### src/rtl/bctr_pkg.sv
// shared constants and carriers for the boot configuration block
package bctr_pkg;
  localparam int unsigned CLK_HZ = 50_000_000;
  // eeprom interrogation window, milliseconds
  localparam int unsigned EEPROM_WINDOW_MS = 250;
  localparam int unsigned EEPROM_WINDOW_CYC =
    (CLK_HZ / 1000) * EEPROM_WINDOW_MS;
  localparam int unsigned STRAP_SETTLE_CYC = 16;
  localparam int unsigned SYNC_STAGES = 3;
  localparam int unsigned TXR_GPIO_NUM = 5;
  localparam int unsigned CNT_W = 16;
  localparam logic txr_en_reset = 1'b0;
  localparam logic [1:0] llc_rom_default = 2'h0;
  localparam logic [1:0] llc_recovery = 2'h3;
  localparam logic [1:0] src_none = 2'h0;
  localparam logic [1:0] src_backup_ram = 2'h1;
  localparam logic [1:0] src_eeprom = 2'h2;
  localparam logic [1:0] src_flash = 2'h3;

  typedef struct packed {
    logic clk;
    logic sel_n;
    logic mosi;
    logic miso;
  } bctr_spi_pins_t;

  typedef struct packed {
    logic enable;
    logic active_high;
    logic [15:0] threshold;
  } bctr_txr_cfg_t;
endpackage

### src/rtl/bctr_sync.sv
// three-stage synchroniser for pin inputs, agreement filtered
`timescale 1ns/1ps
module bctr_sync #(
  parameter int unsigned WIDTH = 1,
  parameter logic [WIDTH-1:0] INIT = '0
) (
  input wire logic i_clk,
  input wire logic i_reset,
  input wire logic [WIDTH-1:0] i_async,
  output logic [WIDTH-1:0] o_sync
);
  logic [WIDTH-1:0] s1;
  logic [WIDTH-1:0] s2;
  logic [WIDTH-1:0] s3;
  logic [WIDTH-1:0] next_out;

  // output moves only once stage two and three agree
  always_comb begin
    for (int i = 0; i < WIDTH; i++) begin
      next_out[i] = (s2[i] == s3[i]) ? s3[i] : o_sync[i];
    end
  end

  always_ff @(posedge i_clk or posedge i_reset) begin
    if (i_reset) begin
      s1 <= INIT;
      s2 <= INIT;
      s3 <= INIT;
      o_sync <= INIT;
    end else begin
      s1 <= i_async;
      s2 <= s1;
      s3 <= s2;
      o_sync <= next_out;
    end
  end
endmodule

### src/rtl/bctr_txready.sv
// transmit-ready indicator with threshold and polarity
`timescale 1ns/1ps
module bctr_txready #(
  parameter int unsigned CW = 16
) (
  input wire logic i_clk,
  input wire logic i_reset,
  input wire bctr_pkg::bctr_txr_cfg_t i_cfg,
  input wire logic [CW-1:0] i_pending,
  output logic o_level,
  output logic o_active
);
  logic active;
  logic next_active;

  always_comb begin
    next_active = 1'b0;
    if (i_cfg.enable && (i_pending >= i_cfg.threshold[CW-1:0])) begin
      next_active = 1'b1; // RL3 RL20
    end
  end

  always_ff @(posedge i_clk or posedge i_reset) begin
    if (i_reset) begin
      active <= 1'b0;
      o_level <= 1'b0;
    end else begin
      active <= next_active;
      o_level <= next_active ~^ i_cfg.active_high; // RL3
    end
  end

  assign o_active = active;
endmodule

### src/rtl/bctr_top.sv
// start-up configuration sequencer with tx ready and antenna off
//
// Behaviour
// [RL1] wake on uart or event input change
// [RL2] host holds spi clock strap low
// [RL3] tx ready polarity and threshold configurable
// [RL4] listener may watch tx ready instead
// [RL5] tx ready routable to gpio five
// [RL6] tx ready disabled after reset
// [RL7] recovery pin low: no navigation start
// [RL8] recovery mode ignores straps and memories; spi host select is still latched from the clock strap
// [RL9] low level, detect, then functional config
// [RL10] low level from rom or straps
// [RL11] functional from backup ram, eeprom or flash
// [RL12] runtime changes last until reset
// [RL13] saved settings persist per medium
// [RL14] capture straps before releasing spi pins
// [RL15] gpio usable as antenna power off
// [RL16] host may supply slow clock
// [RL17] antenna power off in power save
// [RL18] eeprom detect within 250 ms
// [RL19] flash present only if spi high
// [RL20] tx ready drops below threshold
`timescale 1ns/1ps
module bctr_top #(
  parameter int unsigned EEPROM_WINDOW_CYC = bctr_pkg::EEPROM_WINDOW_CYC,
  parameter int unsigned CW = bctr_pkg::CNT_W
) (
  input wire logic i_clk,
  input wire logic i_reset,
  input wire logic i_recovery_boot_n,
  input wire logic i_config_strap_a,
  input wire logic i_config_strap_b,
  input wire logic i_shared_spi_clock_strap,
  input wire logic i_spi_sel_n,
  input wire logic i_uart_receive_input,
  input wire logic i_external_event_input_a,
  input wire logic i_external_event_input_b,
  input wire logic i_eeprom_ack,
  input wire logic i_eeprom_ack_valid,
  input wire logic i_backup_ram_valid,
  input wire logic i_backup_supply_ok,
  input wire logic i_sleep_req,
  input wire logic i_power_save_off,
  input wire logic i_rt_cfg_we,
  input wire logic [1:0] i_rt_cfg_save,
  input wire bctr_pkg::bctr_txr_cfg_t i_rt_txr_cfg,
  input wire logic i_rt_txr_on_gpio,
  input wire logic i_rt_antenna_off_en,
  input wire logic i_uart_tx_data,
  input wire logic [CW-1:0] i_pending_bytes,
  output logic o_recovery_mode,
  output logic o_nav_start,
  output logic [1:0] o_low_level_cfg,
  output logic o_spi_host_sel,
  output logic o_spi_released,
  output logic o_eeprom_probe,
  output logic o_eeprom_bus_free,
  output logic [1:0] o_func_src,
  output logic o_config_done,
  output logic o_asleep,
  output logic [1:0] o_save_req,
  output logic o_uart_transmit_output,
  output logic o_tx_ready_active,
  output logic o_antenna_off_pin,
  output logic o_antenna_off_oe
);
  localparam int unsigned STRAP_CYC = bctr_pkg::STRAP_SETTLE_CYC;

  typedef enum logic [2:0] {
    ST_STRAP, ST_LOWLVL, ST_DETECT, ST_FUNC, ST_RUN, ST_SLEEP
  } bctr_state_t;

  // pin inputs synchronised; all idle high by pull-ups
  logic [7:0] pins_raw;
  logic [7:0] pins;
  assign pins_raw = {i_recovery_boot_n, i_config_strap_a,
                     i_config_strap_b, i_shared_spi_clock_strap,
                     i_spi_sel_n, i_uart_receive_input,
                     i_external_event_input_a, i_external_event_input_b};

  bctr_sync #(.WIDTH(8), .INIT(8'hff)) u_sync (
    .i_clk(i_clk),
    .i_reset(i_reset),
    .i_async(pins_raw),
    .o_sync(pins)
  );

  bctr_pkg::bctr_spi_pins_t spi;
  assign spi = '{clk: pins[4], sel_n: pins[3], mosi: pins[6],
                 miso: pins[5]};

  bctr_state_t state;
  bctr_state_t next_state;
  logic [31:0] cnt;
  logic [31:0] next_cnt;
  logic recovery;
  logic next_recovery;
  logic [1:0] llc;
  logic [1:0] next_llc;
  logic spi_host;
  logic next_spi_host;
  logic flash_ok;
  logic next_flash_ok;
  logic eeprom_ok;
  logic next_eeprom_ok;
  logic [1:0] src;
  logic [1:0] next_src;
  logic [2:0] wake_prev;
  logic [2:0] next_wake_prev;
  bctr_pkg::bctr_txr_cfg_t txr_cfg;
  bctr_pkg::bctr_txr_cfg_t next_txr_cfg;
  logic txr_on_gpio;
  logic next_txr_on_gpio;
  logic antenna_off_en;
  logic next_antenna_off_en;
  logic [1:0] save;
  logic [1:0] next_save;
  logic wake_evt;

  // any level change on the three wake inputs
  assign wake_evt = |(wake_prev ^ pins[2:0]); // RL1

  always_comb begin
    next_state = state;
    next_cnt = cnt;
    next_recovery = recovery;
    next_llc = llc;
    next_spi_host = spi_host;
    next_flash_ok = flash_ok;
    next_eeprom_ok = eeprom_ok;
    next_src = src;
    next_wake_prev = pins[2:0];
    next_txr_cfg = txr_cfg;
    next_txr_on_gpio = txr_on_gpio;
    next_antenna_off_en = antenna_off_en;
    next_save = 2'h0;
    case (state)
      ST_STRAP: begin
        // wait for synchronisers to settle before sampling straps
        next_cnt = cnt + 32'h1;
        if (cnt == 32'(STRAP_CYC - 1)) begin
          next_cnt = '0;
          next_recovery = !pins[7]; // RL7
          next_spi_host = !pins[4]; // RL2
          // data straps must be latched before the spi pins are let go
          next_llc = {pins[6], pins[5]}; // RL10 RL14
          next_state = ST_LOWLVL; // RL14
        end
      end
      ST_LOWLVL: begin
        if (recovery) begin
          next_llc = bctr_pkg::llc_recovery; // RL8
          next_state = ST_RUN; // RL8
        end else begin
          next_state = ST_DETECT; // RL9
        end
      end
      ST_DETECT: begin
        next_flash_ok = spi.clk & spi.sel_n & spi.mosi & spi.miso; // RL19
        next_cnt = cnt + 32'h1;
        if (i_eeprom_ack_valid) begin
          next_eeprom_ok = i_eeprom_ack;
        end
        // bounded probe window; bus released at its end
        if (cnt == 32'(EEPROM_WINDOW_CYC - 1)) begin // RL18
          next_state = ST_FUNC; // RL9
        end
      end
      ST_FUNC: begin
        if (eeprom_ok) begin
          next_src = bctr_pkg::src_eeprom; // RL11
        end else if (flash_ok) begin
          next_src = bctr_pkg::src_flash; // RL11
        end else if (i_backup_ram_valid && i_backup_supply_ok) begin
          next_src = bctr_pkg::src_backup_ram; // RL13
        end else begin
          next_src = bctr_pkg::src_none;
        end
        next_state = ST_RUN;
      end
      ST_RUN: begin
        // runtime changes live in flops until reset
        if (i_rt_cfg_we) begin
          next_txr_cfg = i_rt_txr_cfg; // RL12
          next_txr_on_gpio = i_rt_txr_on_gpio; // RL5
          next_antenna_off_en = i_rt_antenna_off_en; // RL15
          next_save = i_rt_cfg_save; // RL13
        end
        if (i_sleep_req) begin
          next_state = ST_SLEEP;
        end
      end
      ST_SLEEP: begin
        if (wake_evt) begin
          next_state = ST_RUN; // RL1
        end
      end
      default: next_state = ST_STRAP;
    endcase
  end

  always_ff @(posedge i_clk or posedge i_reset) begin
    if (i_reset) begin
      state <= ST_STRAP;
      cnt <= '0;
      recovery <= 1'b0;
      llc <= bctr_pkg::llc_rom_default;
      spi_host <= 1'b0;
      flash_ok <= 1'b0;
      eeprom_ok <= 1'b0;
      src <= bctr_pkg::src_none;
      wake_prev <= 3'h7;
      txr_cfg <= '{enable: bctr_pkg::txr_en_reset, active_high: 1'b1,
                   threshold: 16'h0001}; // RL6
      txr_on_gpio <= 1'b0;
      antenna_off_en <= 1'b0;
      save <= 2'h0;
    end else begin
      state <= next_state;
      cnt <= next_cnt;
      recovery <= next_recovery;
      llc <= next_llc;
      spi_host <= next_spi_host;
      flash_ok <= next_flash_ok;
      eeprom_ok <= next_eeprom_ok;
      src <= next_src;
      wake_prev <= next_wake_prev;
      txr_cfg <= next_txr_cfg;
      txr_on_gpio <= next_txr_on_gpio;
      antenna_off_en <= next_antenna_off_en;
      save <= next_save;
    end
  end

  logic txr_level;
  logic txr_active;

  bctr_txready #(.CW(CW)) u_txr (
    .i_clk(i_clk),
    .i_reset(i_reset),
    .i_cfg(txr_cfg),
    .i_pending(i_pending_bytes),
    .o_level(txr_level),
    .o_active(txr_active)
  );

  logic gpio_out;
  logic next_gpio_out;
  logic ant_off;
  logic next_ant_off;

  always_comb begin
    next_gpio_out = txr_on_gpio ? txr_level : i_uart_tx_data; // RL5
    // antenna off while asleep or in power-save stage
    next_ant_off = antenna_off_en &&
      (state == ST_SLEEP || i_power_save_off); // RL17
  end

  always_ff @(posedge i_clk or posedge i_reset) begin
    if (i_reset) begin
      gpio_out <= 1'b1;
      ant_off <= 1'b0;
    end else begin
      gpio_out <= next_gpio_out;
      ant_off <= next_ant_off;
    end
  end

  assign o_uart_transmit_output = gpio_out;
  assign o_tx_ready_active = txr_active;
  assign o_antenna_off_pin = ant_off; // RL15
  assign o_antenna_off_oe = antenna_off_en;
  assign o_recovery_mode = recovery;
  assign o_nav_start = (state == ST_RUN || state == ST_SLEEP) && !recovery;
  assign o_low_level_cfg = llc;
  assign o_spi_host_sel = spi_host;
  assign o_spi_released = (state != ST_STRAP);
  assign o_eeprom_probe = (state == ST_DETECT);
  assign o_eeprom_bus_free = (state == ST_FUNC || state == ST_RUN ||
                              state == ST_SLEEP);
  assign o_func_src = src;
  assign o_config_done = (state == ST_RUN);
  assign o_asleep = (state == ST_SLEEP);
  assign o_save_req = save;
endmodule

### config.mk
export PLATFORM = sky130hd
export DESIGN_NAME = bctr_top
export DESIGN_NICKNAME = d
export VERILOG_FILES = /design/src/rtl/bctr_pkg.sv /design/src/rtl/bctr_sync.sv /design/src/rtl/bctr_txready.sv /design/src/rtl/bctr_top.sv
export SDC_FILE = /design/constraint.sdc
export NUM_CORES = 1
export LEC_CHECK = 0
export ABC_AREA = 1
export BUFFER_PORTS_ARGS = -buffer_cell sky130_fd_sc_hd__buf_2
export CAP_MARGIN = 20
export CORE_MARGIN = 2
export CORE_UTILIZATION = 39
export DETAILED_ROUTE_END_ITERATION = 8
export PLACE_DENSITY_LB_ADDON = 0.25
export SLEW_MARGIN = 20
export SYNTH_ARGS = -nofsm -noshare
export SYNTH_HDL_FRONTEND = slang
export SYNTH_HIERARCHICAL = 1
export SYNTH_SLANG_ARGS = --single-unit
### constraint.sdc
create_clock -name i_clk -period 2.74 [get_ports i_clk]
set_input_delay 0.274 -clock i_clk [delete_from_list [all_inputs] [get_ports i_clk]]
set_output_delay 0.274 -clock i_clk [all_outputs]
set_load 0.03 [all_outputs]
==> flow_summary.toml, run 1 <==
[placed_design]
hpwl_um = 8900
pre_cts_ws_ps = 841
port_buffers = 73
gp_congestion = 0.929
placed_cell_area_sq_um = 5860
dp_cells = 860

[clocking]
cts_tree = "done"
clock-root-buffer = "clkbuf_16"
post-cts-setup-buffer-count = 0
clkTransAtPathRegs_ps = 80
clk_path_buf_depth = 2
cts_buffers = 9
htreeDepth = 3
clock-sinks = 104
insertion_delay_ps = 350

[global_route]
grt_pass1_wl_um = 19800
grtUsageTotal_pct = 17.1
grt_overflow = 0
antenna_found_initial = 0
grt_max_degree = 41
grt_pass1_vias = 4310

[logic_synthesis]
netlist_instances = 615
netlist_area_sq_um = 5280
synth-edff-count = 0
seq_area_frac_synth_pct = 50.2
synthArstFlopShare_pct = 100
synthFlopType = "dfrtp_1"
ys_types = 34
yosys_warnings = 6
syn_nets = 688
ys_ff_latch = 104
synth_area_per_cell_sq_um = 8.59

[sta]
rsz0062_at_grt = "no"
slew_headroom_pct = 42.8
drv_slew = 0
setup_slack_ps = 737
finalSetupViolations = 0
clock_skew_ps = 8.87
fmax_ghz = 0.499
worst_pin_slew_ps = 856
fin_tns_setup_ps = 0
period_share_pct = 73.1
hold_violations = 0
min_period_ps = 2000

[critical_path]
cp-end-kind = "primary output"
worst_ep_arrival_time_ps = 1730
critPathLaunchType = "register"
crit_type = "reg -> out"
required_ps = 2470
crit_path_max_incr_delay_ps = 400
cp_top_family = "simple AND/OR/NAND/NOR gates"
crit_fanout = 11
worst-path-buf-inv = 3
crit_top_cell = "inv_1"
slowest_stage = "dfrtp_1"
path_cells = "inv_1 > nand2_1 > nor2_2 > inv_1 > buf_2"

[layout]
final_area_sq_um = 6180
multi_input_area_sq_um = 2200
n_antenna_cell = 0
drive_gt1_share_pct = 25.4
nNetsFinal = 770
finish.cell_count_without_fillers = 878
regArea_sq_um = 2650
syn_to_final_growth_pct = 17.1
filler_cell_count = 1298

[power_and_ir_drop]
p_leak_uw = 0.00318
p_per_area_nw_per_um2 = 493
ir_drop_mv = 0.320

[worst_hold_path]
min_path_type = "in -> reg"

[run]
cap_viol_max_count = 0

[routing]
totalWireLength_um = 11500
viasPerCell = 4.74
drcViolationCount = 0
first_pass_iters = 4
drt-initial-drc-count = 223
vias = 4158
wl_per_cell_um = 13.1
antenna_left = 0

[outcome]
outcome = "finished clean"

[floorplanning]
die-area_sq_um = 14500
die_w_um = 120
pin_count = 74
die_h_um = 120
num_rows = 42
initial_utilization_pct = 39.9
coreArea_sq_um = 13200
==> cell type report <==
type                            count  share of cell area [%]
Inverter                          104                    6.32
Tap cell                          176                    3.56
Multi-Input combinational cell    400                    35.6
Sequential cell                   104                    42.9
Timing Repair Buffer               78                    6.80
Clock buffer                        9                    3.64
Clock inverter                      7                    1.17
==> sequential cells by signal, summed over array words and instances, names as in the netlist, 2 cells and up <==
name             flops
u_sync/s1            8
state                3
o_low_level_cfg      2
u_sync/s2            8
cnt                 32
o_func_src           2
o_save_req           2
wake_prev            3
u_sync/o_sync        8
u_sync/s3            8
txr_cfg             18
==> layout by cell type (no fill, tap or decap), types with 4 or more instances in the layout <==
| master | count |
|---|---|
| dfrtp_1 | 66 |
| nand2_1 | 136 |
| xor2_1 | 14 |
| nor2_1 | 79 |
| nand4_1 | 23 |
| nor3_1 | 9 |
| ha_1 | 17 |
| dfstp_2 | 38 |
| nand3_1 | 33 |
| mux2_1 | 4 |
| a21oi_1 | 20 |
| nor2_2 | 5 |
| mux2_2 | 18 |
| o21ai_0 | 7 |
| clkbuf_16 | 9 |
| inv_1 | 101 |
| buf_2 | 73 |
| nor2_4 | 5 |
| nand2_2 | 9 |
==> synth_stat cells, types with 9 or more instances <==
cell / n / area share [%]
nor2_1: 79 / 5.6
nand3_1: 33 / 3.1
nand4_1: 23 / 2.7
inv_1: 102 / 7.3
nor3_1: 9 / 0.85
dfstp_2: 38 / 19
dfrtp_1: 66 / 31
xor2_1: 14 / 2.3
a21oi_1: 20 / 1.9
ha_1: 17 / 4.0
mux2_2: 18 / 3.8
nand2_1: 136 / 9.7
nand2_2: 9 / 1.1
==> what timing repair did <==
| action | 4_1_cts | 5_1_grt |
|---|---|---|
| hold buffers | 1 | 1 |
| gates resized for setup | 0 | 0 |
| endpoints found under the hold margin | 2 | 1 |
==> logic make-up after synthesis <==
logic type / count (synthesis) / synth area share (%)
adders and majority gates: 17 / 4.03
DFF: 104 / 50.2
and+or+nand+nor: 310 / 26.5
AOI/OAI and AO/OA: 34 / 3.67
buffers and inverters: 111 / 8.10
muxes: 22 / 4.69
xor gates and xnor gates: 17 / 2.82
==> path summary, 6_finish.rpt <==
| path | from | to | slack (ps) | depth (start not counted) |
|---|---|---|---|---|
| worst min register to register | u_sync/s1[6]$_DFF_PP1_ | u_sync/s2[6]$_DFF_PP1_ | 360 | 0 |
| max in group asynchronous | i_reset | txr_cfg[16]$_DFFE_PP1P_ | 1430 | 4 |
| worst max-delay path | state[0]$_DFFE_PP0P_ | o_spi_released | 740 | 5 |
| worst min-delay path | i_uart_receive_input | u_sync/s1[2]$_DFF_PP1_ | 10 | 1 |
| min in group asynchronous | i_reset | u_txr/o_active$_DFF_PP0_ | 370 | 3 |
| worst max register to register | state[0]$_DFFE_PP0P_ | cnt[21]$_DFFE_PP0P_ | 790 | 8 |
==> power breakdown <==
part	total [uW]	internal, uW	switching (uW)
Sequential	1630	1600	25.4
Combinational	149	68.8	80.0
Clock	1270	644	627
Total	3040	2310	732
==> stage by stage <==
step,hold slack (ps),utilization (%),total power (uW)
2_1_floorplan,15.2,-,1730
3_3_place_gp,174,44.3,1800
3_5_place_dp,176,44.3,1810
4_1_cts,3.12,46.6,3090
5_1_grt,0.381,46.7,3180
6_report,14.2,46.7,3040
==> layer usage <==
metal	share of wire [%]	GRT usage, %	vias up
met5	0	0	-
met4	1.4	6.10	0
met3	4.2	2.69	11
met2	49	29.7	83
met1	45	21.7	1968
li1	-	-	2096
No activity file was read; power rests on OpenSTA's default activity.
==> inputs of run 2 (changes only) <==
==> constraint.sdc (replaced) <==
create_clock -name i_clk -period 1.7 [get_ports i_clk]
set_input_delay 0.17 -clock i_clk [delete_from_list [all_inputs] [get_ports i_clk]]
set_output_delay 0.17 -clock i_clk [all_outputs]
set_load 0.03 [all_outputs]
==> run 2 against run 1 <==
Compared with the run above: register-to-register slack lost 670 ps; sequential cell count is the same; sequential power grew 61%; hold slack gained 11 ps; worst setup slack lost 630 ps; clock power grew 72%; first-iteration DRC count grew 30%; die area is the same; global-route usage shrank 0.052 points; via count grew 2.6%; combinational power grew 71%.
==> flow_summary.toml, run 2 (synthesis gave the netlist of run 1 again) <==
[placed_design]
dp_cells = 871
hpwl_um = 8500
port_buffers = 73
gp_congestion = 0.910

[critical_path]
worst_ep_arrival_time_ps = 1420
crit_type = "reg -> out"
cp_top_family = "buffers and inverters"
cp-startpoint = "state[0]$_DFFE_PP0P_"
required_ps = 1530
reg2reg_from = "cnt[0]$_DFFE_PP0P_"
critPathLaunchType = "register"
worst-path-buf-inv = 4
slowest_stage = "dfrtp_1"
cp-end-kind = "primary output"
crit_path_max_incr_delay_ps = 410
crit_fanout = 4
path_cells = "inv_2 > nand2_1 > buf_6 > nor2_4 > inv_1 > buf_4"

[power_and_ir_drop]
finalPower_uw = 5070
pwr-share-clk_pct = 43.3
switchingPower_uw = 1110
seq_power_share_pct = 51.7
pwr-share-comb_pct = 5.0
p_leak_uw = 0.00333
power_report.internal_total_uw = 3950
ir_drop_mv = 0.857
p_per_area_nw_per_um2 = 777
switching_share_pct = 22.0

[sta]
fmax_ghz = 0.628
clock_skew_ps = 9.20
drv_slew = 0
period_share_pct = 93.7
finalSetupViolations = 0
worst_pin_slew_ps = 386
fin_tns_setup_ps = 0
slew_headroom_pct = 74.3
rsz0062_at_grt = "yes"
min_period_ps = 1590
hold_violations = 0

[clocking]
clk_path_buf_depth = 2
clkTransAtPathRegs_ps = 70
htreeDepth = 3
clock-root-buffer = "clkbuf_16"
cts_tree = "done"
insertion_delay_ps = 360
clock-sinks = 104
cts_buffers = 9

[global_route]
grt_pass1_vias = 4328
grt_overflow = 0
antenna_found_initial = 0
grtUsageTotal_pct = 17.1
grt_max_degree = 48
grt_pass1_wl_um = 19600

[floorplanning]
initial_utilization_pct = 39.9
die-area_sq_um = 14500
die_w_um = 120
num_rows = 42
pin_count = 74
die_h_um = 120
coreArea_sq_um = 13200

[layout]
syn_to_final_growth_pct = 23.5
final_cell_mix = "nand2_1 (134), inv_1 (97), nor2_1 (75), buf_2 (71), dfrtp_1 (64)"
drive_gt1_share_pct = 29.2
nNetsFinal = 797
largest_register_ffs = 32
reg.largest.list = "cnt (32), txr_cfg (18)"
final_common_cell = "nand2_1"
top_register = "cnt"
finish.cell_count_without_fillers = 905
n_antenna_cell = 0

[routing]
drt-met1-wl_um = 5200
antenna_left = 0
vias = 4267
first_pass_iters = 4
drt-initial-drc-count = 289
totalWireLength_um = 11600
viasPerCell = 4.71
dr.max_layer_used = "met4"
wl_met2_um = 5510
drcViolationCount = 0
wl_per_cell_um = 12.8
route.met3.wl_um = 673

[run]
cap_viol_max_count = 0

[worst_hold_path]
min-delay-start = "i_rt_txr_cfg[12]"
min_path_type = "in -> reg"

[outcome]
outcome = "finished clean"
## run 2: worst paths after layout
check,end,slack [ps],cells after the start
min,txr_cfg[12]$_DFFE_PP0P_,30,2
min reg2reg,u_sync/s2[2]$_DFF_PP1_,350,0
max in group asynchronous,u_sync/s2[7]$_DFF_PP1_,900,4
min in group asynchronous,u_txr/o_level$_DFF_PP0_,260,3
max reg2reg,cnt[25]$_DFFE_PP0P_,120,7
max,o_spi_released,110,6
## run 2: final cells by class
type	instances	area, sq um
fillers	1279	6720
flip-flops and latches	104	2650
multi-input cells	400	2280
repair buffers	105	666
inverters	104	394
clock buffers	12	258
well taps	176	220
clock inverters	4	56.3
## run 2: power groups by stage
stage / logic [uW] / registers, uW / clock network (uW)
floorplan: 133 / 2650 / 0
CTS: 263 / 2620 / 2260
finish: 255 / 2620 / 2190
global route: 294 / 2630 / 2360
global placement: 233 / 2660 / 0
detailed placement: 246 / 2660 / 0
## run 2: metrics by stage
step / utilization [%] / worst slack, ps / hold WS [ps] / cell area (sq um)
2_1_floorplan: - / 186 / -88.8 / 5280
3_3_place_gp: 45.0 / 88.4 / 83.7 / 5960
3_5_place_dp: 45.0 / 23.5 / 83.4 / 5960
4_1_cts: 48.2 / -16.9 / 13.2 / 6390
5_1_grt: 49.3 / -33.6 / 15.5 / 6520
6_report: 49.3 / 107 / 25.6 / 6520
## run 2: timing repair
action	CTS	global route
setup endpoints to repair	2	28
endpoints found under the hold margin	74	0
pin swaps	1	4
hold buffers	9	0
buffers inserted	1	8
gates resized for setup	3	25
## run 2: routing by layer
metal,vias to the layer above,global-route usage (%)
li1,2148,-
met1,2019,21.4
met2,86,27.8
met3,14,5.57
met4,0,5.96
met5,-,0
